`src/include/ccc_pkg.sv`:
```
package ccc_pkg;
    // message codes on the signalling channel
    localparam int          MSG_W          = 4;
    localparam logic [3:0]  MSG_NONE       = 4'h0;
    localparam logic [3:0]  MSG_SETUP      = 4'h1;
    localparam logic [3:0]  MSG_SETUP_ACK  = 4'h2;
    localparam logic [3:0]  MSG_CALL_PROC  = 4'h3;
    localparam logic [3:0]  MSG_ALERTING   = 4'h4;
    localparam logic [3:0]  MSG_CONNECT    = 4'h5;
    localparam logic [3:0]  MSG_CONN_ACK   = 4'h6;
    localparam logic [3:0]  MSG_DISCONNECT = 4'h7;
    localparam logic [3:0]  MSG_RELEASE    = 4'h8;
    localparam logic [3:0]  MSG_REL_CMPL   = 4'h9;
    // cause values
    localparam logic [6:0]  CAUSE_NONE     = 7'h00;
    localparam logic [6:0]  CAUSE_BUSY     = 7'h11;  // 17
    localparam logic [6:0]  CAUSE_REJECTED = 7'h15;  // 21
    localparam logic [6:0]  CAUSE_OUT_ORD  = 7'h1B;  // 27
    localparam logic [6:0]  CAUSE_INCOMPAT = 7'h58;  // 88
    // terminal readiness codes
    localparam logic [1:0]  TS_READY       = 2'h0;
    localparam logic [1:0]  TS_CTRL_NR     = 2'h1;
    localparam logic [1:0]  TS_UNCTRL_NR   = 2'h2;
    localparam logic [1:0]  TS_BUSY        = 2'h3;
    // condition on the r lead towards the terminal
    localparam logic [1:0]  RC_ZERO        = 2'h0;
    localparam logic [1:0]  RC_ONE         = 2'h1;
    localparam logic [1:0]  RC_BEL         = 2'h2;
    localparam logic [1:0]  RC_SYN         = 2'h3;
    // offered call descriptors
    localparam int          RATE_W         = 4;
    localparam int          CLASS_W        = 5;
    localparam logic [4:0]  CLASS_19       = 5'h13;
    localparam logic [3:0]  RATE_DEFAULT   = 4'h3;
    localparam logic [4:0]  CLASS_DEFAULT  = 5'h03;
endpackage : ccc_pkg

```
`src/include/ccc_chk_if.sv`:
```
`timescale 1ns/10ps
interface ccc_chk_if;
    import ccc_pkg::*;
    logic               req;
    logic [RATE_W-1:0]  rate;
    logic [CLASS_W-1:0] cls;
    logic               done;
    logic               ok;
    modport fsm (output req, output rate, output cls, input done, input ok);
    modport chk (input req, input rate, input cls, output done, output ok);
endinterface : ccc_chk_if

```
`src/logic/ccc_call_ctrl.sv`:
```
//////////////////////////////////////////////////////////////////////////////
//////////////////////////////////////////////////////////////////////////////
`timescale 1ns/10ps
module ccc_call_ctrl
    import ccc_pkg::*;
#(
    parameter logic [RATE_W-1:0]  OWN_RATE  = RATE_DEFAULT,
    parameter logic [CLASS_W-1:0] OWN_CLASS = CLASS_DEFAULT
) (
    input  wire logic               i_clk,
    input  wire logic               i_reset_n,
    input  wire logic               i_ce,
    input  wire logic               i_msg_valid,
    input  wire logic [MSG_W-1:0]   i_msg_type,
    input  wire logic [RATE_W-1:0]  i_offer_rate,
    input  wire logic [CLASS_W-1:0] i_offer_class,
    input  wire logic [1:0]         i_term_status,
    input  wire logic               i_manual_answer,
    input  wire logic               i_incompat_reply,
    input  wire logic               i_frame_aligned,
    input  wire logic               i_dte_t,
    input  wire logic               i_dte_c,
    output logic                    o_msg_valid,
    output logic [MSG_W-1:0]        o_msg_type,
    output logic [6:0]              o_msg_cause,
    output logic [1:0]              o_dce_r,
    output logic                    o_dce_i,
    output logic                    o_bch_conn,
    output logic                    o_bch_stat_valid,
    output logic                    o_bch_stat_b,
    output logic                    o_bch_stat_s,
    output logic                    o_switch_thru,
    output logic                    o_callref_held
);
    localparam logic IS_C19 = (OWN_CLASS == CLASS_19);

    typedef enum logic [2:0] {
        S_READY, S_CHECK, S_OFFERED, S_WAIT_ACK, S_OUT_WAIT, S_ALIGN, S_DATA, S_CLEAR
    } ccc_state_t;

    ccc_chk_if chk_if ();

    ccc_state_t       state_r,  state_nxt;
    logic [1:0]       ts_r,     ts_nxt;
    logic [1:0]       t_sync_r, t_sync_nxt;
    logic [1:0]       c_sync_r, c_sync_nxt;
    logic             mv_r,     mv_nxt;
    logic [MSG_W-1:0] mt_r,     mt_nxt;
    logic [6:0]       mc_r,     mc_nxt;
    logic [1:0]       r_r,      r_nxt;
    logic             i_r,      i_nxt;
    logic             bc_r,     bc_nxt;
    logic             sv_r,     sv_nxt;
    logic             sb_r,     sb_nxt;
    logic             ss_r,     ss_nxt;
    logic             sw_r,     sw_nxt;
    logic             cr_r,     cr_nxt;
    logic             dte_t;
    logic             dte_c;
    logic             rx;

    ccc_compat #(
        .OWN_RATE  (OWN_RATE),
        .OWN_CLASS (OWN_CLASS)
    ) u_compat (
        .i_clk     (i_clk),
        .i_reset_n (i_reset_n),
        .i_ce      (i_ce),
        .chk       (chk_if.chk)
    );

    // setup descriptors go to the checker
    assign chk_if.req  = i_msg_valid && (i_msg_type == MSG_SETUP) && (state_r == S_READY);
    assign chk_if.rate = i_offer_rate;
    assign chk_if.cls  = i_offer_class;

    assign dte_t = t_sync_r[1];
    assign dte_c = c_sync_r[1];
    assign rx    = i_msg_valid;

    ////////////////////////////////////////////////////////////////////////////
    // call control next state
    always_comb begin
        state_nxt  = state_r;
        ts_nxt     = i_term_status;
        t_sync_nxt = {t_sync_r[0], i_dte_t};
        c_sync_nxt = {c_sync_r[0], i_dte_c};
        mv_nxt     = 1'b0;
        mt_nxt     = mt_r;
        mc_nxt     = CAUSE_NONE;
        r_nxt      = r_r;
        i_nxt      = i_r;
        bc_nxt     = bc_r;
        sv_nxt     = 1'b0;
        sb_nxt     = sb_r;
        ss_nxt     = ss_r;
        sw_nxt     = sw_r;
        cr_nxt     = cr_r;
        case (state_r)
            S_READY: begin
                if (rx && i_msg_type == MSG_SETUP) begin
                    state_nxt = S_CHECK;
                end else if (rx && (i_msg_type == MSG_CALL_PROC ||
                                    i_msg_type == MSG_SETUP_ACK)) begin
                    bc_nxt    = 1'b1;
                    cr_nxt    = 1'b1;
                    sv_nxt    = !IS_C19;
                    sb_nxt    = 1'b1;
                    ss_nxt    = 1'b0;
                    r_nxt     = RC_SYN;
                    state_nxt = S_OUT_WAIT;
                end
            end
            S_CHECK: begin
                state_nxt = S_READY;
                if (chk_if.done && !chk_if.ok) begin
                    if (i_incompat_reply) begin
                        mv_nxt = 1'b1;
                        mt_nxt = MSG_REL_CMPL;
                        mc_nxt = CAUSE_INCOMPAT;
                    end
                end else if (chk_if.done && ts_r != TS_READY) begin
                    mv_nxt = 1'b1;
                    mt_nxt = MSG_REL_CMPL;
                    case (ts_r)
                        TS_CTRL_NR:   mc_nxt = CAUSE_REJECTED;
                        TS_UNCTRL_NR: mc_nxt = CAUSE_OUT_ORD;
                        default:      mc_nxt = CAUSE_BUSY;
                    endcase
                end else if (chk_if.done) begin
                    cr_nxt    = 1'b1;
                    r_nxt     = RC_BEL;                // incoming call
                    mv_nxt    = i_manual_answer;
                    mt_nxt    = MSG_ALERTING;
                    state_nxt = S_OFFERED;
                end
            end
            S_OFFERED: begin
                // automatic answer connects at once, manual waits for accept
                if (!i_manual_answer || (dte_t && dte_c)) begin
                    mv_nxt    = 1'b1;
                    mt_nxt    = MSG_CONNECT;
                    state_nxt = S_WAIT_ACK;
                end
            end
            S_WAIT_ACK: begin
                if (rx && i_msg_type == MSG_CONN_ACK) begin
                    bc_nxt    = 1'b1;
                    sv_nxt    = !IS_C19;
                    sb_nxt    = 1'b1;
                    ss_nxt    = 1'b0;
                    r_nxt     = RC_ONE;
                    i_nxt     = 1'b0;
                    state_nxt = S_ALIGN;
                end
            end
            S_OUT_WAIT: begin
                if (rx && i_msg_type == MSG_ALERTING) begin
                    r_nxt = RC_SYN;
                end else if (rx && i_msg_type == MSG_CONNECT) begin
                    bc_nxt    = 1'b1;
                    r_nxt     = RC_ONE;
                    i_nxt     = 1'b0;
                    state_nxt = S_ALIGN;
                end
            end
            S_ALIGN: begin
                if (i_frame_aligned) begin
                    sw_nxt    = 1'b1;
                    i_nxt     = 1'b1;
                    state_nxt = S_DATA;
                end
            end
            S_DATA: begin
                if (!dte_t && !dte_c) begin
                    sw_nxt    = 1'b0;
                    sv_nxt    = !IS_C19;
                    sb_nxt    = 1'b0;
                    ss_nxt    = 1'b0;
                    r_nxt     = RC_ZERO;
                    i_nxt     = 1'b0;
                    mv_nxt    = 1'b1;
                    mt_nxt    = MSG_DISCONNECT;
                    bc_nxt    = 1'b0;
                    state_nxt = S_CLEAR;
                end
            end
            S_CLEAR: begin
                // release ends the clearing: confirm, free bearer and reference, dce ready
                if (rx && i_msg_type == MSG_RELEASE) begin
                    mv_nxt    = 1'b1;
                    mt_nxt    = MSG_REL_CMPL;
                    r_nxt     = RC_ONE;
                    i_nxt     = 1'b0;
                    bc_nxt    = 1'b0;
                    cr_nxt    = 1'b0;
                    state_nxt = S_READY;
                end
            end
            default: state_nxt = S_READY;
        endcase
        // clearing by the network overrides any busy state other than S_CHECK and S_CLEAR
        if (state_r != S_READY && state_r != S_CHECK && state_r != S_CLEAR && rx) begin
            if (i_msg_type == MSG_DISCONNECT) begin
                mv_nxt    = 1'b1;
                mt_nxt    = MSG_RELEASE;
                mc_nxt    = CAUSE_NONE;
                r_nxt     = RC_ZERO;
                i_nxt     = 1'b0;
                sw_nxt    = 1'b0;
                state_nxt = S_CLEAR;
            end else if (i_msg_type == MSG_RELEASE) begin
                mv_nxt    = 1'b1;
                mt_nxt    = MSG_REL_CMPL;
                mc_nxt    = CAUSE_NONE;
                r_nxt     = RC_ONE;
                i_nxt     = 1'b0;
                sw_nxt    = 1'b0;
                bc_nxt    = 1'b0;
                cr_nxt    = 1'b0;
                state_nxt = S_READY;
            end
        end
        // release complete returns both sides to ready
        if (state_r != S_READY && state_r != S_CHECK && rx && i_msg_type == MSG_REL_CMPL) begin
            r_nxt     = RC_ONE;
            i_nxt     = 1'b0;
            sw_nxt    = 1'b0;
            bc_nxt    = 1'b0;
            cr_nxt    = 1'b0;
            state_nxt = S_READY;
        end
    end

    // registers, frozen while the clock enable is low
    always_ff @(posedge i_clk or negedge i_reset_n) begin
        if (!i_reset_n) begin
            state_r  <= S_READY;
            ts_r     <= TS_READY;
            t_sync_r <= 2'h0;
            c_sync_r <= 2'h0;
            mv_r     <= 1'b0;
            mt_r     <= MSG_NONE;
            mc_r     <= CAUSE_NONE;
            r_r      <= RC_ONE;
            i_r      <= 1'b0;
            bc_r     <= 1'b0;
            sv_r     <= 1'b0;
            sb_r     <= 1'b0;
            ss_r     <= 1'b0;
            sw_r     <= 1'b0;
            cr_r     <= 1'b0;
        end else if (i_ce) begin
            state_r  <= state_nxt;
            ts_r     <= ts_nxt;
            t_sync_r <= t_sync_nxt;
            c_sync_r <= c_sync_nxt;
            mv_r     <= mv_nxt;
            mt_r     <= mt_nxt;
            mc_r     <= mc_nxt;
            r_r      <= r_nxt;
            i_r      <= i_nxt;
            bc_r     <= bc_nxt;
            sv_r     <= sv_nxt;
            sb_r     <= sb_nxt;
            ss_r     <= ss_nxt;
            sw_r     <= sw_nxt;
            cr_r     <= cr_nxt;
        end
    end

    // outputs straight from flip-flops
    assign o_msg_valid      = mv_r;
    assign o_msg_type       = mt_r;
    assign o_msg_cause      = mc_r;
    assign o_dce_r          = r_r;
    assign o_dce_i          = i_r;
    assign o_bch_conn       = bc_r;
    assign o_bch_stat_valid = sv_r;
    assign o_bch_stat_b     = sb_r;
    assign o_bch_stat_s     = ss_r;
    assign o_switch_thru    = sw_r;
    assign o_callref_held   = cr_r;

    ////////////////////////////////////////////////////////////////////////////
    // checks
    relc_ready_a: assert property (@(posedge i_clk) disable iff (!i_reset_n)
        (i_ce && rx && i_msg_type == MSG_REL_CMPL && state_r != S_READY && state_r != S_CHECK)
        |=> (o_dce_r == RC_ONE) && !o_dce_i && !o_bch_conn && !o_callref_held)
        else $error("release complete did not restore ready");
    notready_cause_a: assert property (@(posedge i_clk) disable iff (!i_reset_n)
        (i_ce && state_r == S_CHECK && chk_if.ok && ts_r == TS_UNCTRL_NR)
        |=> o_msg_valid && o_msg_type == MSG_REL_CMPL && o_msg_cause == CAUSE_OUT_ORD)
        else $error("not ready cause wrong");
    incompat_quiet_a: assert property (@(posedge i_clk) disable iff (!i_reset_n)
        (i_ce && state_r == S_CHECK && !chk_if.ok && !i_incompat_reply) |=> !o_msg_valid)
        else $error("incompatible offer answered");
    setup_check_a: assert property (@(posedge i_clk) disable iff (!i_reset_n)
        (i_ce && state_r == S_READY && rx && i_msg_type == MSG_SETUP)
        |=> state_r == S_CHECK && chk_if.done)
        else $error("setup not checked");
    alert_manual_a: assert property (@(posedge i_clk) disable iff (!i_reset_n)
        (o_msg_valid && o_msg_type == MSG_ALERTING) |-> $past(i_manual_answer))
        else $error("alerting without manual answer");
    align_first_a: assert property (@(posedge i_clk) disable iff (!i_reset_n)
        $rose(o_dce_i) |-> o_switch_thru && o_dce_r == RC_ONE && $past(state_r == S_ALIGN))
        else $error("ready for data without alignment");
    class19_quiet_a: assert property (@(posedge i_clk) disable iff (!i_reset_n)
        o_bch_stat_valid |-> !IS_C19)
        else $error("in-slot status sent for class 19");
    proc_bearer_a: assert property (@(posedge i_clk) disable iff (!i_reset_n)
        (i_ce && state_r == S_READY && rx && i_msg_type == MSG_CALL_PROC)
        |=> o_bch_conn && o_bch_stat_b && !o_bch_stat_s && state_r == S_OUT_WAIT)
        else $error("bearer not joined on call proceeding");
    status_track_a: assert property (@(posedge i_clk) disable iff (!i_reset_n)
        i_ce |=> ts_r == $past(i_term_status))
        else $error("readiness status not tracked");
endmodule : ccc_call_ctrl

```
`src/logic/ccc_compat.sv`:
```
`timescale 1ns/10ps
module ccc_compat
    import ccc_pkg::*;
#(
    parameter logic [RATE_W-1:0]  OWN_RATE  = RATE_DEFAULT,
    parameter logic [CLASS_W-1:0] OWN_CLASS = CLASS_DEFAULT
) (
    input  wire logic i_clk,
    input  wire logic i_reset_n,
    input  wire logic i_ce,
    ccc_chk_if.chk    chk
);
    logic done_r;
    logic done_nxt;
    logic ok_r;
    logic ok_nxt;

    // rate and class must both match the attached terminal
    always_comb begin
        done_nxt = chk.req;
        ok_nxt   = ok_r;
        if (chk.req) begin
            ok_nxt = (chk.rate == OWN_RATE) && (chk.cls == OWN_CLASS);
        end
    end

    // result register
    always_ff @(posedge i_clk or negedge i_reset_n) begin
        if (!i_reset_n) begin
            done_r <= 1'b0;
            ok_r   <= 1'b0;
        end else if (i_ce) begin
            done_r <= done_nxt;
            ok_r   <= ok_nxt;
        end
    end

    assign chk.done = done_r;
    assign chk.ok   = ok_r;

    // a request with the clock enable high yields a result on the next edge
    chk_latency_a: assert property (@(posedge i_clk) disable iff (!i_reset_n)
        (chk.req && i_ce) |=> done_r)
        else $error("compatibility result missing");
endmodule : ccc_compat

```
`config.mk`:
```
export PLATFORM = sky130hd
export DESIGN_NAME = ccc_call_ctrl
export DESIGN_NICKNAME = d
export VERILOG_FILES = /design/src/include/ccc_pkg.sv /design/src/include/ccc_chk_if.sv /design/src/logic/ccc_call_ctrl.sv /design/src/logic/ccc_compat.sv
export SDC_FILE = /design/constraint.sdc
export NUM_CORES = 1
export LEC_CHECK = 0
export BUFFER_PORTS_ARGS = -buffer_cell sky130_fd_sc_hd__buf_2
export CAP_MARGIN = 10
export CELL_PAD_IN_SITES_DETAIL_PLACEMENT = 2
export CELL_PAD_IN_SITES_GLOBAL_PLACEMENT = 2
export CORE_MARGIN = 2
export CORE_UTILIZATION = 34
export DETAILED_ROUTE_END_ITERATION = 12
export GPL_TIMING_DRIVEN = 0
export PLACE_DENSITY = 0.94
export SKIP_CTS_REPAIR_TIMING = 1
export SLEW_MARGIN = 20
export SYNTH_ARGS = -nofsm -noshare
export SYNTH_HDL_FRONTEND = slang
export SYNTH_SLANG_ARGS = --single-unit
```
`constraint.sdc`:
```
create_clock -name i_clk -period 2.8 [get_ports i_clk]
set_clock_uncertainty 0.15 [all_clocks]
set_input_delay 0.56 -clock i_clk [delete_from_list [all_inputs] [get_ports i_clk]]
set_output_delay 0.56 -clock i_clk [all_outputs]
set_load 0.005 [all_outputs]
```
### Yosys cells after proc, flatten, opt, wreduce, memory -nomap -nowiden

Index checks and enable logic that the tools add are counted.

* $add $sub $neg: 0
* multipliers: 0
* divide/modulo/power cells: 0
* magnitude comparators: 0
* eq/ne operators: 26
* shifts and indexed selects: 0
* muxes and demuxes: 116
* bitwise logic cells: 0
* reductions and logical operators: 29

Operators with widths (count)
* $mux 1: 57
* $mux 7: 6
* $mux 4: 10
* $mux 3: 13
* $mux 2: 17
* $pmux 3 s8: 1
* $logic_and 1x1->1: 17
* $eq 4x3->1 const B: 4
* $pmux 4 s4: 1
* $eq 3x3->1 const B: 4
* $eq 4x2->1 const B: 3
* $pmux 1 s3: 4
* $pmux 2 s6: 1
* $pmux 1 s5: 2
* $eq 4x4->1 const B: 2
* $pmux 4 s2: 1
* $eq 3x2->1 const B: 2
* $ne 2x2->1 const B: 3
* $reduce_and 6->1: 1
* $reduce_bool 3->1: 2
* $eq 5x2->1 const B: 1
* $mux 5: 1
* $eq 4x1->1 const B: 1
* $logic_not 1->1: 4
* 12 further kinds: 13

* register bits after elaboration: 32
* latch bits: 0
* RAM bits: 0
* bits in read-only memories: 0
* input bits: 24
* memories: 0

### Logic depth before layout (Yosys ltp)

Gate-level depths: netlist of run 1.

* depth after elaboration: 10
* depth in mapped cells: 7

### Hierarchy

A second synthesis of run 1 with hierarchy kept.

* cell total of the unflattened synthesis: 224
* area total of the unflattened synthesis: 1990.7 um2

By module, submodules not included
* ccc_call_ctrl: times used 1, cells an instance 214, area an instance 1886.8 um2, sequential area each 701.9 um2
* ccc_compat: times used 1, cells an instance 10, area an instance 103.8 um2, sequential area each 50.0 um2

### Worst setup path after synthesis of run 1

No wires, ideal clock.

* path kind: input to register
* start: input i_msg_type[1]
* end: register sw_r (netlist: o_switch_thru)
* arrival time: 1727 ps
* required time: 2524 ps
* slack: 797 ps
* cell stages on the path: 6
* cell sequence: or3b_1 buf_6 o22ai_4 a31o_2 nor3b_1 a221o_1

* cells in the longest elaborated chain, start to end: 5
* elaborated cells between the ends (all ways): 8
* classes of those cells: eq/ne (3); mux (4); reduce/logical (1)

RTL lines
* from (decl): RTL line ccc_call_ctrl.sv:14 `input wire logic [MSG_W-1:0] i_msg_type,`
* $eq 4x4->1: RTL line ccc_call_ctrl.sv:212 `end else if (i_msg_type == MSG_RELEASE) begin`
* $mux 1: RTL line ccc_call_ctrl.sv:212
* $mux 1: RTL line ccc_call_ctrl.sv:204 `if (i_msg_type == MSG_DISCONNECT) begin`
* $mux 1: RTL line ccc_call_ctrl.sv:203 `if (state_r != S_READY && state_r != S_CHECK && state_r != S_CLEAR && rx) begin`
* $mux 1 *: RTL line ccc_call_ctrl.sv:225 `if (state_r != S_READY && state_r != S_CHECK && rx && i_msg_type == MSG_REL_CMPL) begin`
* to (signal assigned): RTL line ccc_call_ctrl.sv:267 `sw_r <= sw_nxt;`
* to (decl): RTL line ccc_call_ctrl.sv:56 `logic sw_r, sw_nxt;`

Every way passes the cells marked *; elsewhere a longest branch is shown, timed or not.
A chain may end at the register's enable or synchronous reset.

### Final worst setup path of run 1

* start: register state_r[1]
* end: register state_r[0]

* cells in the longest elaborated chain, start to end: 6
* elaborated cells between the ends (all ways): 21
* classes of those cells: eq/ne (9); mux (5); reduce/logical (7)

RTL lines
* from (decl): RTL line ccc_call_ctrl.sv:43 `ccc_state_t state_r, state_nxt;`
* from (signal assigned): RTL line ccc_call_ctrl.sv:254 `state_r <= state_nxt;`
* $eq 3x3->1, or another cell as far along: RTL line ccc_call_ctrl.sv:99 `case (state_r)`
* $pmux 3 s8 or $logic_and 1x1->1 (tied branches): RTL line ccc_call_ctrl.sv:99, ccc_call_ctrl.sv:203, ccc_call_ctrl.sv:225
* $mux 3 or $logic_and 1x1->1 (tied branches): RTL line ccc_call_ctrl.sv:212, ccc_call_ctrl.sv:203
* $mux 3 or $logic_and 1x1->1 (tied branches): RTL line ccc_call_ctrl.sv:204, ccc_call_ctrl.sv:203
* $mux 3: RTL line ccc_call_ctrl.sv:203
* $mux 3 *: RTL line ccc_call_ctrl.sv:225

Marks and branches as above.

==> results of run 1 <==
synth_stat cells, drive strengths merged (2+ instances only):
library cell  count
a21oi             9
a22o              4
a31oi             8
a32o              2
and3              2
buf              12
clkbuf            4
dfrtp            29
inv               7
mux2              5
nand2            18
nand2b            6
nand3             6
nand3b            3
nand4             5
nand4b            2
nand4bb           3
nor2             15
nor2b             4
nor3              9
nor4              3
o211ai            4
o21ai            13
o22ai             3
o2bb2ai           4
o31ai             3
or3b              3
layout make-up:
class / count / area, µm² / share of cell area [%]
buffer: 16 / 81.3 / 3.51
clock buffer: 7 / 86.3 / 3.73
clock inverter: 1 / 5.00 / 0.216
inverter: 8 / 30.0 / 1.30
multi-input combinational: 159 / 1070 / 46.0
sequential: 30 / 752 / 32.5
tap: 72 / 90.1 / 3.89
timing repair buffer: 41 / 205 / 8.86
critical path: stages (launching register included):
cell and delay, ns:
sky130_fd_sc_hd__dfrtp_1 0.39, sky130_fd_sc_hd__buf_2 0.20, sky130_fd_sc_hd__o21ai_1 0.28, sky130_fd_sc_hd__o21ai_0 0.19, sky130_fd_sc_hd__a21oi_1 0.53, sky130_fd_sc_hd__o21ai_1 0.21
sky130_fd_sc_hd__o221ai_1 0.21
metal layers:
metal,track usage [%],share of wire [%],vias up
li1,-,-,896
met1,28.1,43,1029
met2,42.7,51,49
met3,4.89,4.1,13
met4,6.90,2.3,0
met5,0,0,-
power by group:
part / internal [µW] / total (µW) / leakage [µW] / switching (µW)
logic: 289 / 796 / 0.000568 / 507
clock network: 198 / 362 / 0.0000482 / 164
registers: 537 / 605 / 0.000379 / 67.9
total: 1020 / 1760 / 0.000995 / 739
through the flow:
step	hold WS, ns	total power [µW]
floorplan	0.114	1110
global placement	0.320	1340
detailed placement	0.316	1390
CTS	0.176	1780
global route	0.209	1880
finish	0.159	1760
kinds of logic after synthesis:
family	Yosys count
simple gates	85
compound gates	66
mux	5
buf+inv	24
flops	30
other cells	1
xor+xnor	1
how the worst min path moves through the flow:
stage / startpoint / endpoint / slack (ns) / cells after the start
finish: i_reset_n / o_dce_r[1] / 0.16 / 1
global route: i_reset_n / o_dce_r[1] / 0.21 / 1
CTS: i_reset_n / o_dce_r[1] / 0.18 / 1
detailed placement: o_msg_cause[2] / o_msg_cause[2] / 0.32 / 2
global placement: o_msg_cause[2] / o_msg_cause[2] / 0.32 / 2
floorplan: i_reset_n / c_sync_r[0] / 0.11 / 0
state kept, by name, indices dropped and copies added, names as in the netlist, 2 cells and up:
name,count
t_sync_r,2
o_msg_cause,6
ts_r,2
state_r,3
o_dce_r,2
c_sync_r,2
o_msg_type,4
==> flow_results.xml, run 1 <==
<?xml version="1.0" encoding="UTF-8"?>
<metrics>
  <group name="setup_path">
    <metric name="reg2reg_from" unit="">state_r[1]</metric>
    <metric name="crit_path_launch" unit="">state_r[1]</metric>
    <metric name="regToRegEndpoint" unit="">state_r[0]</metric>
    <metric name="r2r_cells" unit="">6</metric>
    <metric name="critical_path.endpoint_type" unit="">flop</metric>
    <metric name="timing.setup.critical_path_class" unit="">flop to flop</metric>
    <metric name="cp_max_fo" unit="">9</metric>
    <metric name="reg2reg_slack" unit="ns">0.54</metric>
    <metric name="timing.critical_path.from_type" unit="">flop</metric>
    <metric name="cp_data_arrival_time" unit="ns">2.30</metric>
    <metric name="worst-endpoint-required" unit="ns">2.84</metric>
    <metric name="worstSetupEndpoint" unit="">state_r[0]</metric>
  </group>
  <group name="timing">
    <metric name="layout_setup_ws" unit="ns">0.538</metric>
    <metric name="timing.final.crit_share" unit="%">80.8</metric>
    <metric name="worst_pin_slew" unit="ns">0.686</metric>
    <metric name="number_of_pins_with_negative_max_slew_slack_in_the_final_report" unit="">0</metric>
    <metric name="hold_violations" unit="">0</metric>
    <metric name="period_needed" unit="ns">2.26</metric>
    <metric name="fmax" unit="MHz">442</metric>
    <metric name="setup-tns-final" unit="ns">0</metric>
    <metric name="grt_setup_unrepaired" unit="">false</metric>
    <metric name="report.final.setup_viol" unit="">0</metric>
    <metric name="max-slew-margin-rel" unit="%">54.3</metric>
  </group>
  <group name="cts">
    <metric name="clk_path_buf_depth" unit="">2</metric>
    <metric name="clkSinkCount" unit="">30</metric>
    <metric name="root_buffer" unit="">sky130_fd_sc_hd__clkbuf_8</metric>
    <metric name="cts.htree.levels" unit="">2</metric>
    <metric name="cts_made_buffers" unit="">5</metric>
    <metric name="clk_transition_reported_paths" unit="ns">0.07</metric>
    <metric name="worst_skew_pair.late_latency" unit="ns">0.29</metric>
    <metric name="tritoncts_clock_tree" unit="">yes</metric>
  </group>
  <group name="power_and_ir_drop">
    <metric name="vdd.ir_drop.worst" unit="mV">0.379</metric>
    <metric name="power.static_leakage" unit="µW">0.000995</metric>
    <metric name="power_density_relative_to_cell_area" unit="nW/µm²">761</metric>
  </group>
  <group name="yosys">
    <metric name="synth-edff-count" unit="">0</metric>
    <metric name="synthesis.yosys.warnings" unit="">0</metric>
    <metric name="arithmetic_cell_share_of_the_synthesized_area_counting_full_adders_half_adders_and_majority_gates" unit="%">0</metric>
    <metric name="ys_seq_elements" unit="">30</metric>
    <metric name="combinational_family_with_the_most_area_after_synthesis" unit="">simple AND/OR/NAND/NOR gates</metric>
    <metric name="muxShareOfSynthArea" unit="%">2.92</metric>
    <metric name="synth-compound-area-share" unit="%">25.0</metric>
    <metric name="synth.largest_area_cell" unit="">sky130_fd_sc_hd__dfrtp_1</metric>
    <metric name="ys_types" unit="">62</metric>
    <metric name="post_synth.cell_area_avg" unit="µm²">9.08</metric>
    <metric name="synth_seq_area_share" unit="%">39.1</metric>
    <metric name="yosys.area.top_type_share" unit="%">37.7</metric>
    <metric name="synth_simple_gate_area_share" unit="%">26.6</metric>
    <metric name="synthTopCellsByArea" unit="">sky130_fd_sc_hd__dfrtp_1 38%, sky130_fd_sc_hd__nand2_1 3.5%, sky130_fd_sc_hd__mux2_2 2.9%, sky130_fd_sc_hd__o21ai_0 2.9%, sky130_fd_sc_hd__nor2_1 2.7%</metric>
    <metric name="syn-instance-count" unit="">212</metric>
    <metric name="post_synth_xor_area_fraction" unit="%">0.455</metric>
    <metric name="ys.flop_type" unit="">sky130_fd_sc_hd__dfrtp_1</metric>
    <metric name="asyncSetResetFlopFracSynth" unit="%">100</metric>
    <metric name="syn_area" unit="µm²">1930</metric>
  </group>
  <group name="grt">
    <metric name="grt_max_degree" unit="">31</metric>
    <metric name="groute.usage.overall" unit="%">23.6</metric>
    <metric name="grt_overflow_total" unit="">0</metric>
    <metric name="antenna_violations_before_repair" unit="">0</metric>
    <metric name="grt_pass1_wl" unit="mm">11.2</metric>
    <metric name="vias_in_the_first_global_route" unit="">2130</metric>
  </group>
  <group name="placed_design">
    <metric name="pre_cts_ws" unit="ns">0.457</metric>
    <metric name="portBuffers" unit="">41</metric>
    <metric name="dp.cells" unit="">326</metric>
    <metric name="place_area" unit="µm²">2220</metric>
    <metric name="routabilityCongestion" unit="">0.897</metric>
    <metric name="detailed_place_hpwl" unit="mm">5.20</metric>
  </group>
  <group name="die">
    <metric name="num_rows" unit="">27</metric>
    <metric name="die_area" unit="µm²">6280</metric>
    <metric name="initial_core_util" unit="%">35.2</metric>
    <metric name="die_height" unit="µm">79.3</metric>
    <metric name="die-width" unit="µm">79.3</metric>
    <metric name="floorplan.core_area" unit="µm²">5470</metric>
    <metric name="boundaryPins" unit="">45</metric>
  </group>
  <group name="final_layout">
    <metric name="fraction_of_layout_instances_using_a_drive_strength_above_1" unit="%">27.1</metric>
    <metric name="final_cell_mix" unit="">46 x sky130_fd_sc_hd__buf_2, 29 x sky130_fd_sc_hd__dfrtp_1, 18 x sky130_fd_sc_hd__nand2_1, 14 x sky130_fd_sc_hd__nor2_1, 11 x sky130_fd_sc_hd__o21ai_0</metric>
    <metric name="layout.cell_area.non_filler" unit="µm²">2320</metric>
    <metric name="mostFrequentLayoutCell" unit="">sky130_fd_sc_hd__buf_2</metric>
    <metric name="antennaDiodeCount" unit="">0</metric>
    <metric name="number_of_nets_in_the_layout" unit="">285</metric>
    <metric name="area.growth.synth_to_final" unit="%">20.3</metric>
    <metric name="fillCellCount" unit="">644</metric>
    <metric name="instances_no_fill" unit="">334</metric>
    <metric name="layout.core_utilization" unit="%">42.3</metric>
  </group>
  <group name="detailed_routing">
    <metric name="route.vias.total" unit="">1987</metric>
    <metric name="overall_routed_net_length" unit="mm">7.00</metric>
    <metric name="ant_nets" unit="">0</metric>
    <metric name="first_pass_iters" unit="">4</metric>
    <metric name="residual_drc" unit="">0</metric>
    <metric name="detail_route.vias_per_cell" unit="">5.95</metric>
    <metric name="drt-initial-drc-count" unit="">97</metric>
    <metric name="drt-wirelength-per-cell" unit="µm">20.9</metric>
  </group>
  <group name="run">
    <metric name="cap_violations" unit="">0</metric>
  </group>
  <group name="worst_hold_path">
    <metric name="holdCritPathClass" unit="">primary input to async pin</metric>
  </group>
  <group name="outcome">
    <metric name="outcome" unit="">finished, final reports clean</metric>
  </group>
</metrics>
Power figures use the tool's default switching activity.
==> run 2, diff against run 1 <==
--- a/config.mk
+++ b/config.mk
@@ -5,15 +5,16 @@
 export SDC_FILE = /design/constraint.sdc
 export NUM_CORES = 1
 export LEC_CHECK = 0
+export ABC_AREA = 1
 export BUFFER_PORTS_ARGS = -buffer_cell sky130_fd_sc_hd__buf_2
 export CAP_MARGIN = 10
 export CELL_PAD_IN_SITES_DETAIL_PLACEMENT = 2
 export CELL_PAD_IN_SITES_GLOBAL_PLACEMENT = 2
 export CORE_MARGIN = 2
-export CORE_UTILIZATION = 34
+export CORE_UTILIZATION = 28
 export DETAILED_ROUTE_END_ITERATION = 12
 export GPL_TIMING_DRIVEN = 0
-export PLACE_DENSITY = 0.94
+export PLACE_DENSITY = 0.89
 export SKIP_CTS_REPAIR_TIMING = 1
 export SLEW_MARGIN = 20
 export SYNTH_ARGS = -nofsm -noshare
==> constraint.sdc (replaced) <==
create_clock -name i_clk -period 2.4 [get_ports i_clk]
set_clock_uncertainty 0.15 [all_clocks]
set_input_delay 0.48 -clock i_clk [delete_from_list [all_inputs] [get_ports i_clk]]
set_output_delay 0.48 -clock i_clk [all_outputs]
set_load 0.005 [all_outputs]
==> run 2 against run 1 <==
Sequential share of layout area shrank 0.21 points; clock-buffer cell count fell by 1; area after synthesis hardly changed; combinational power is 33% higher; largest power group unchanged.
==> flow_results.xml, run 2 <==
<?xml version="1.0" encoding="UTF-8"?>
<metrics>
  <group name="die">
    <metric name="die_area" unit="µm²">7560</metric>
    <metric name="num_rows" unit="">30</metric>
    <metric name="boundaryPins" unit="">45</metric>
    <metric name="initial_core_util" unit="%">28.7</metric>
    <metric name="die_height" unit="µm">87.0</metric>
    <metric name="die-width" unit="µm">87.0</metric>
    <metric name="floorplan.core_area" unit="µm²">6720</metric>
  </group>
  <group name="setup_path">
    <metric name="cp_data_arrival_time" unit="ns">2.21</metric>
    <metric name="timing.critical_path.slowest_stage_cell" unit="">sky130_fd_sc_hd__a21oi_1</metric>
    <metric name="cp_max_fo" unit="">8</metric>
    <metric name="worst-endpoint-required" unit="ns">2.43</metric>
    <metric name="crit_top_cell" unit="">sky130_fd_sc_hd__nand2_1</metric>
    <metric name="worstPathCellList" unit="">inv_1 -&gt; nor2_1 -&gt; nand2_1 -&gt; nor2_1 -&gt; a21oi_1 -&gt; nand4_1 -&gt; nand2_1 -&gt; nand2_1 -&gt; nand2_1 -&gt; nand2_1</metric>
    <metric name="timing.setup.critical_path_class" unit="">flop to flop</metric>
    <metric name="critical_path.endpoint_type" unit="">flop</metric>
    <metric name="timing.critical_path.slowest_cell_delay" unit="ns">0.42</metric>
    <metric name="timing.critical_path.from_type" unit="">flop</metric>
  </group>
  <group name="cts">
    <metric name="clk_transition_reported_paths" unit="ns">0.07</metric>
    <metric name="tritoncts_clock_tree" unit="">yes</metric>
    <metric name="cts.htree.levels" unit="">2</metric>
    <metric name="cts_made_buffers" unit="">5</metric>
    <metric name="root_buffer" unit="">sky130_fd_sc_hd__clkbuf_8</metric>
    <metric name="worst_skew_pair.late_latency" unit="ns">0.29</metric>
    <metric name="clk_path_buf_depth" unit="">2</metric>
    <metric name="clkSinkCount" unit="">30</metric>
  </group>
  <group name="yosys">
    <metric name="synth-edff-count" unit="">0</metric>
    <metric name="synth_commonest_cells" unit="">117 x sky130_fd_sc_hd__nand2_1, 29 x sky130_fd_sc_hd__dfrtp_1, 28 x sky130_fd_sc_hd__nor2_1</metric>
    <metric name="synth.most_common_cell" unit="">sky130_fd_sc_hd__nand2_1</metric>
    <metric name="synthTopCellsByArea" unit="">sky130_fd_sc_hd__dfrtp_1 38%, sky130_fd_sc_hd__nand2_1 23%, sky130_fd_sc_hd__nor2_1 5.5%, sky130_fd_sc_hd__nand3_1 5.2%, sky130_fd_sc_hd__inv_1 5.1%</metric>
    <metric name="asyncSetResetFlopFracSynth" unit="%">100</metric>
    <metric name="ys_types" unit="">27</metric>
    <metric name="synthesis.yosys.warnings" unit="">0</metric>
    <metric name="post_synth.cell_area_avg" unit="µm²">6.58</metric>
    <metric name="synth_seq_area_share" unit="%">39.0</metric>
    <metric name="syn_area" unit="µm²">1930</metric>
    <metric name="synth.largest_area_cell" unit="">sky130_fd_sc_hd__dfrtp_1</metric>
    <metric name="syn-instance-count" unit="">293</metric>
    <metric name="yosys.area.top_type_share" unit="%">37.7</metric>
    <metric name="ys_seq_elements" unit="">30</metric>
    <metric name="ys.flop_type" unit="">sky130_fd_sc_hd__dfrtp_1</metric>
  </group>
  <group name="timing">
    <metric name="hold_violations" unit="">0</metric>
    <metric name="number_of_pins_with_negative_max_slew_slack_in_the_final_report" unit="">0</metric>
    <metric name="grt_setup_unrepaired" unit="">false</metric>
    <metric name="period_needed" unit="ns">2.17</metric>
    <metric name="setup-tns-final" unit="ns">0</metric>
    <metric name="report.final.setup_viol" unit="">0</metric>
    <metric name="fmax" unit="MHz">460</metric>
    <metric name="max-slew-margin-rel" unit="%">53.0</metric>
    <metric name="worst_pin_slew" unit="ns">0.706</metric>
    <metric name="timing.final.crit_share" unit="%">90.5</metric>
  </group>
  <group name="detailed_routing">
    <metric name="ant_nets" unit="">0</metric>
    <metric name="drt-initial-drc-count" unit="">100</metric>
    <metric name="residual_drc" unit="">0</metric>
    <metric name="drt-wirelength-per-cell" unit="µm">16.4</metric>
    <metric name="detail_route.vias_per_cell" unit="">5.03</metric>
    <metric name="route.vias.total" unit="">2126</metric>
    <metric name="overall_routed_net_length" unit="mm">6.93</metric>
    <metric name="first_pass_iters" unit="">4</metric>
  </group>
  <group name="power_and_ir_drop">
    <metric name="totalPowerFinal" unit="µW">2220</metric>
    <metric name="swShare" unit="%">45.1</metric>
    <metric name="combPwrFrac" unit="%">47.6</metric>
    <metric name="vdd.ir_drop.worst" unit="mV">0.395</metric>
    <metric name="power_density_relative_to_cell_area" unit="nW/µm²">951</metric>
    <metric name="power.static_leakage" unit="µW">0.00137</metric>
    <metric name="share_seq_of_total_power" unit="%">32.4</metric>
    <metric name="total_switching_power" unit="µW">1000</metric>
    <metric name="intPower" unit="µW">1220</metric>
    <metric name="power_frac_clock" unit="%">20.0</metric>
  </group>
  <group name="final_layout">
    <metric name="area.growth.synth_to_final" unit="%">21.0</metric>
    <metric name="fillCellCount" unit="">866</metric>
    <metric name="mostFrequentLayoutCell" unit="">sky130_fd_sc_hd__nand2_1</metric>
    <metric name="antennaDiodeCount" unit="">0</metric>
    <metric name="number_of_nets_in_the_layout" unit="">366</metric>
    <metric name="layout.core_utilization" unit="%">34.7</metric>
    <metric name="final_cell_mix" unit="">117 x sky130_fd_sc_hd__nand2_1, 42 x sky130_fd_sc_hd__buf_2, 29 x sky130_fd_sc_hd__dfrtp_1, 28 x sky130_fd_sc_hd__nor2_1, 26 x sky130_fd_sc_hd__inv_1</metric>
    <metric name="fraction_of_layout_instances_using_a_drive_strength_above_1" unit="%">20.4</metric>
    <metric name="number_of_flip_flops_in_the_largest_register" unit="">6</metric>
  </group>
  <group name="outcome">
    <metric name="outcome" unit="">finished, final reports clean</metric>
  </group>
  <group name="grt">
    <metric name="antenna_violations_before_repair" unit="">0</metric>
    <metric name="grt_overflow_total" unit="">0</metric>
    <metric name="grt_max_degree" unit="">31</metric>
    <metric name="groute.usage.overall" unit="%">20.0</metric>
    <metric name="vias_in_the_first_global_route" unit="">2283</metric>
    <metric name="grt_pass1_wl" unit="mm">11.6</metric>
  </group>
  <group name="placed_design">
    <metric name="detailed_place_hpwl" unit="mm">5.52</metric>
    <metric name="routabilityCongestion" unit="">0.895</metric>
    <metric name="portBuffers" unit="">41</metric>
  </group>
  <group name="run">
    <metric name="cap_violations" unit="">0</metric>
  </group>
  <group name="worst_hold_path">
    <metric name="holdCritPathClass" unit="">primary input to async pin</metric>
  </group>
</metrics>
==> run 2: cell types whose count changed in the layout (fill, tap and decap cells not counted), moves of 5 or more <==
cell	change
sky130_fd_sc_hd__a31oi_1	-8
sky130_fd_sc_hd__inv_1	+20
sky130_fd_sc_hd__mux2_2	-5
sky130_fd_sc_hd__nand2_1	+99
sky130_fd_sc_hd__nand2b_1	-6
sky130_fd_sc_hd__nand3_1	+14
sky130_fd_sc_hd__nor2_1	+14
sky130_fd_sc_hd__o21ai_0	+6
==> run 2: path summary, 6_finish.rpt <==
path                                       start           end  slack [ns]  cells after the start
worst max-delay path                  state_r[2]    state_r[0]        0.23                     10
worst max register to register        state_r[2]    state_r[0]        0.23                     10
worst min-delay path                   i_reset_n  o_bch_stat_b        0.09                      1
worst min register to register       t_sync_r[0]   t_sync_r[0]        0.33                      2
max in group asynchronous              i_reset_n    state_r[1]        1.56                      1
min in group i_clk              i_term_status[1]       ts_r[1]        0.24                      3
==> run 2: stage by stage <==
step	hold slack (ns)	cell area (µm²)	worst slack [ns]	std cells
CTS	0.118	2330	0.239	423
detailed placement	0.317	2240	0.338	415
global route	0.152	2330	0.0986	423
finish	0.0900	2330	0.228	423
floorplan	0.0344	1930	0.807	294
global placement	0.305	2240	0.402	415
==> run 2: cell type report <==
type	instances	area (µm²)	share of cell area (%)
plain buffers	10	61.3	2.63
clock buffers	6	82.6	3.54
clock inverters	2	12.5	0.537
inverters	30	113	4.83
multi-input cells	224	1000	43.1
flip-flops and latches	30	752	32.3
well taps	80	100	4.29
repair buffers	41	205	8.80
==> run 2: cells by family (layout without fill, tap and decap cells) <==
family | count (synthesis) | after routing | share of synthesized area (%)
compound gates | 38 | 38 | 10.5
buf+inv | 40 | 89 | 9.03
other cells | 1 | 2 | 0.195
simple gates | 184 | 184 | 41.2
flops | 30 | 30 | 39.0
==> run 2: critical path: cells and delay by family (launching register included) <==
kind                   cells  cell delay, ns
and+or+nand+nor            8            0.78
AOI/OAI and AO/OA          1            0.42
DFF                        1            0.41
buffers and inverters      1            0.30
==> run 2: power groups by stage <==
stage	Clock, µW	Sequential, µW	Combinational, µW
6_report	444	718	1060
5_1_grt	475	737	1190
4_1_cts	460	720	1060
3_5_place_dp	0	728	1050
3_3_place_gp	0	720	992
2_1_floorplan	0	715	697
==> run 2: per-layer routing <==
| metal | vias up | share of wire (%) | track usage [%] |
|---|---|---|---|
| li1 | 1020 | - | - |
| met1 | 1040 | 44 | 24.6 |
| met2 | 49 | 50 | 34.5 |
| met3 | 17 | 3.3 | 3.22 |
| met4 | 0 | 2.6 | 8.38 |
| met5 | - | 0 | 0 |
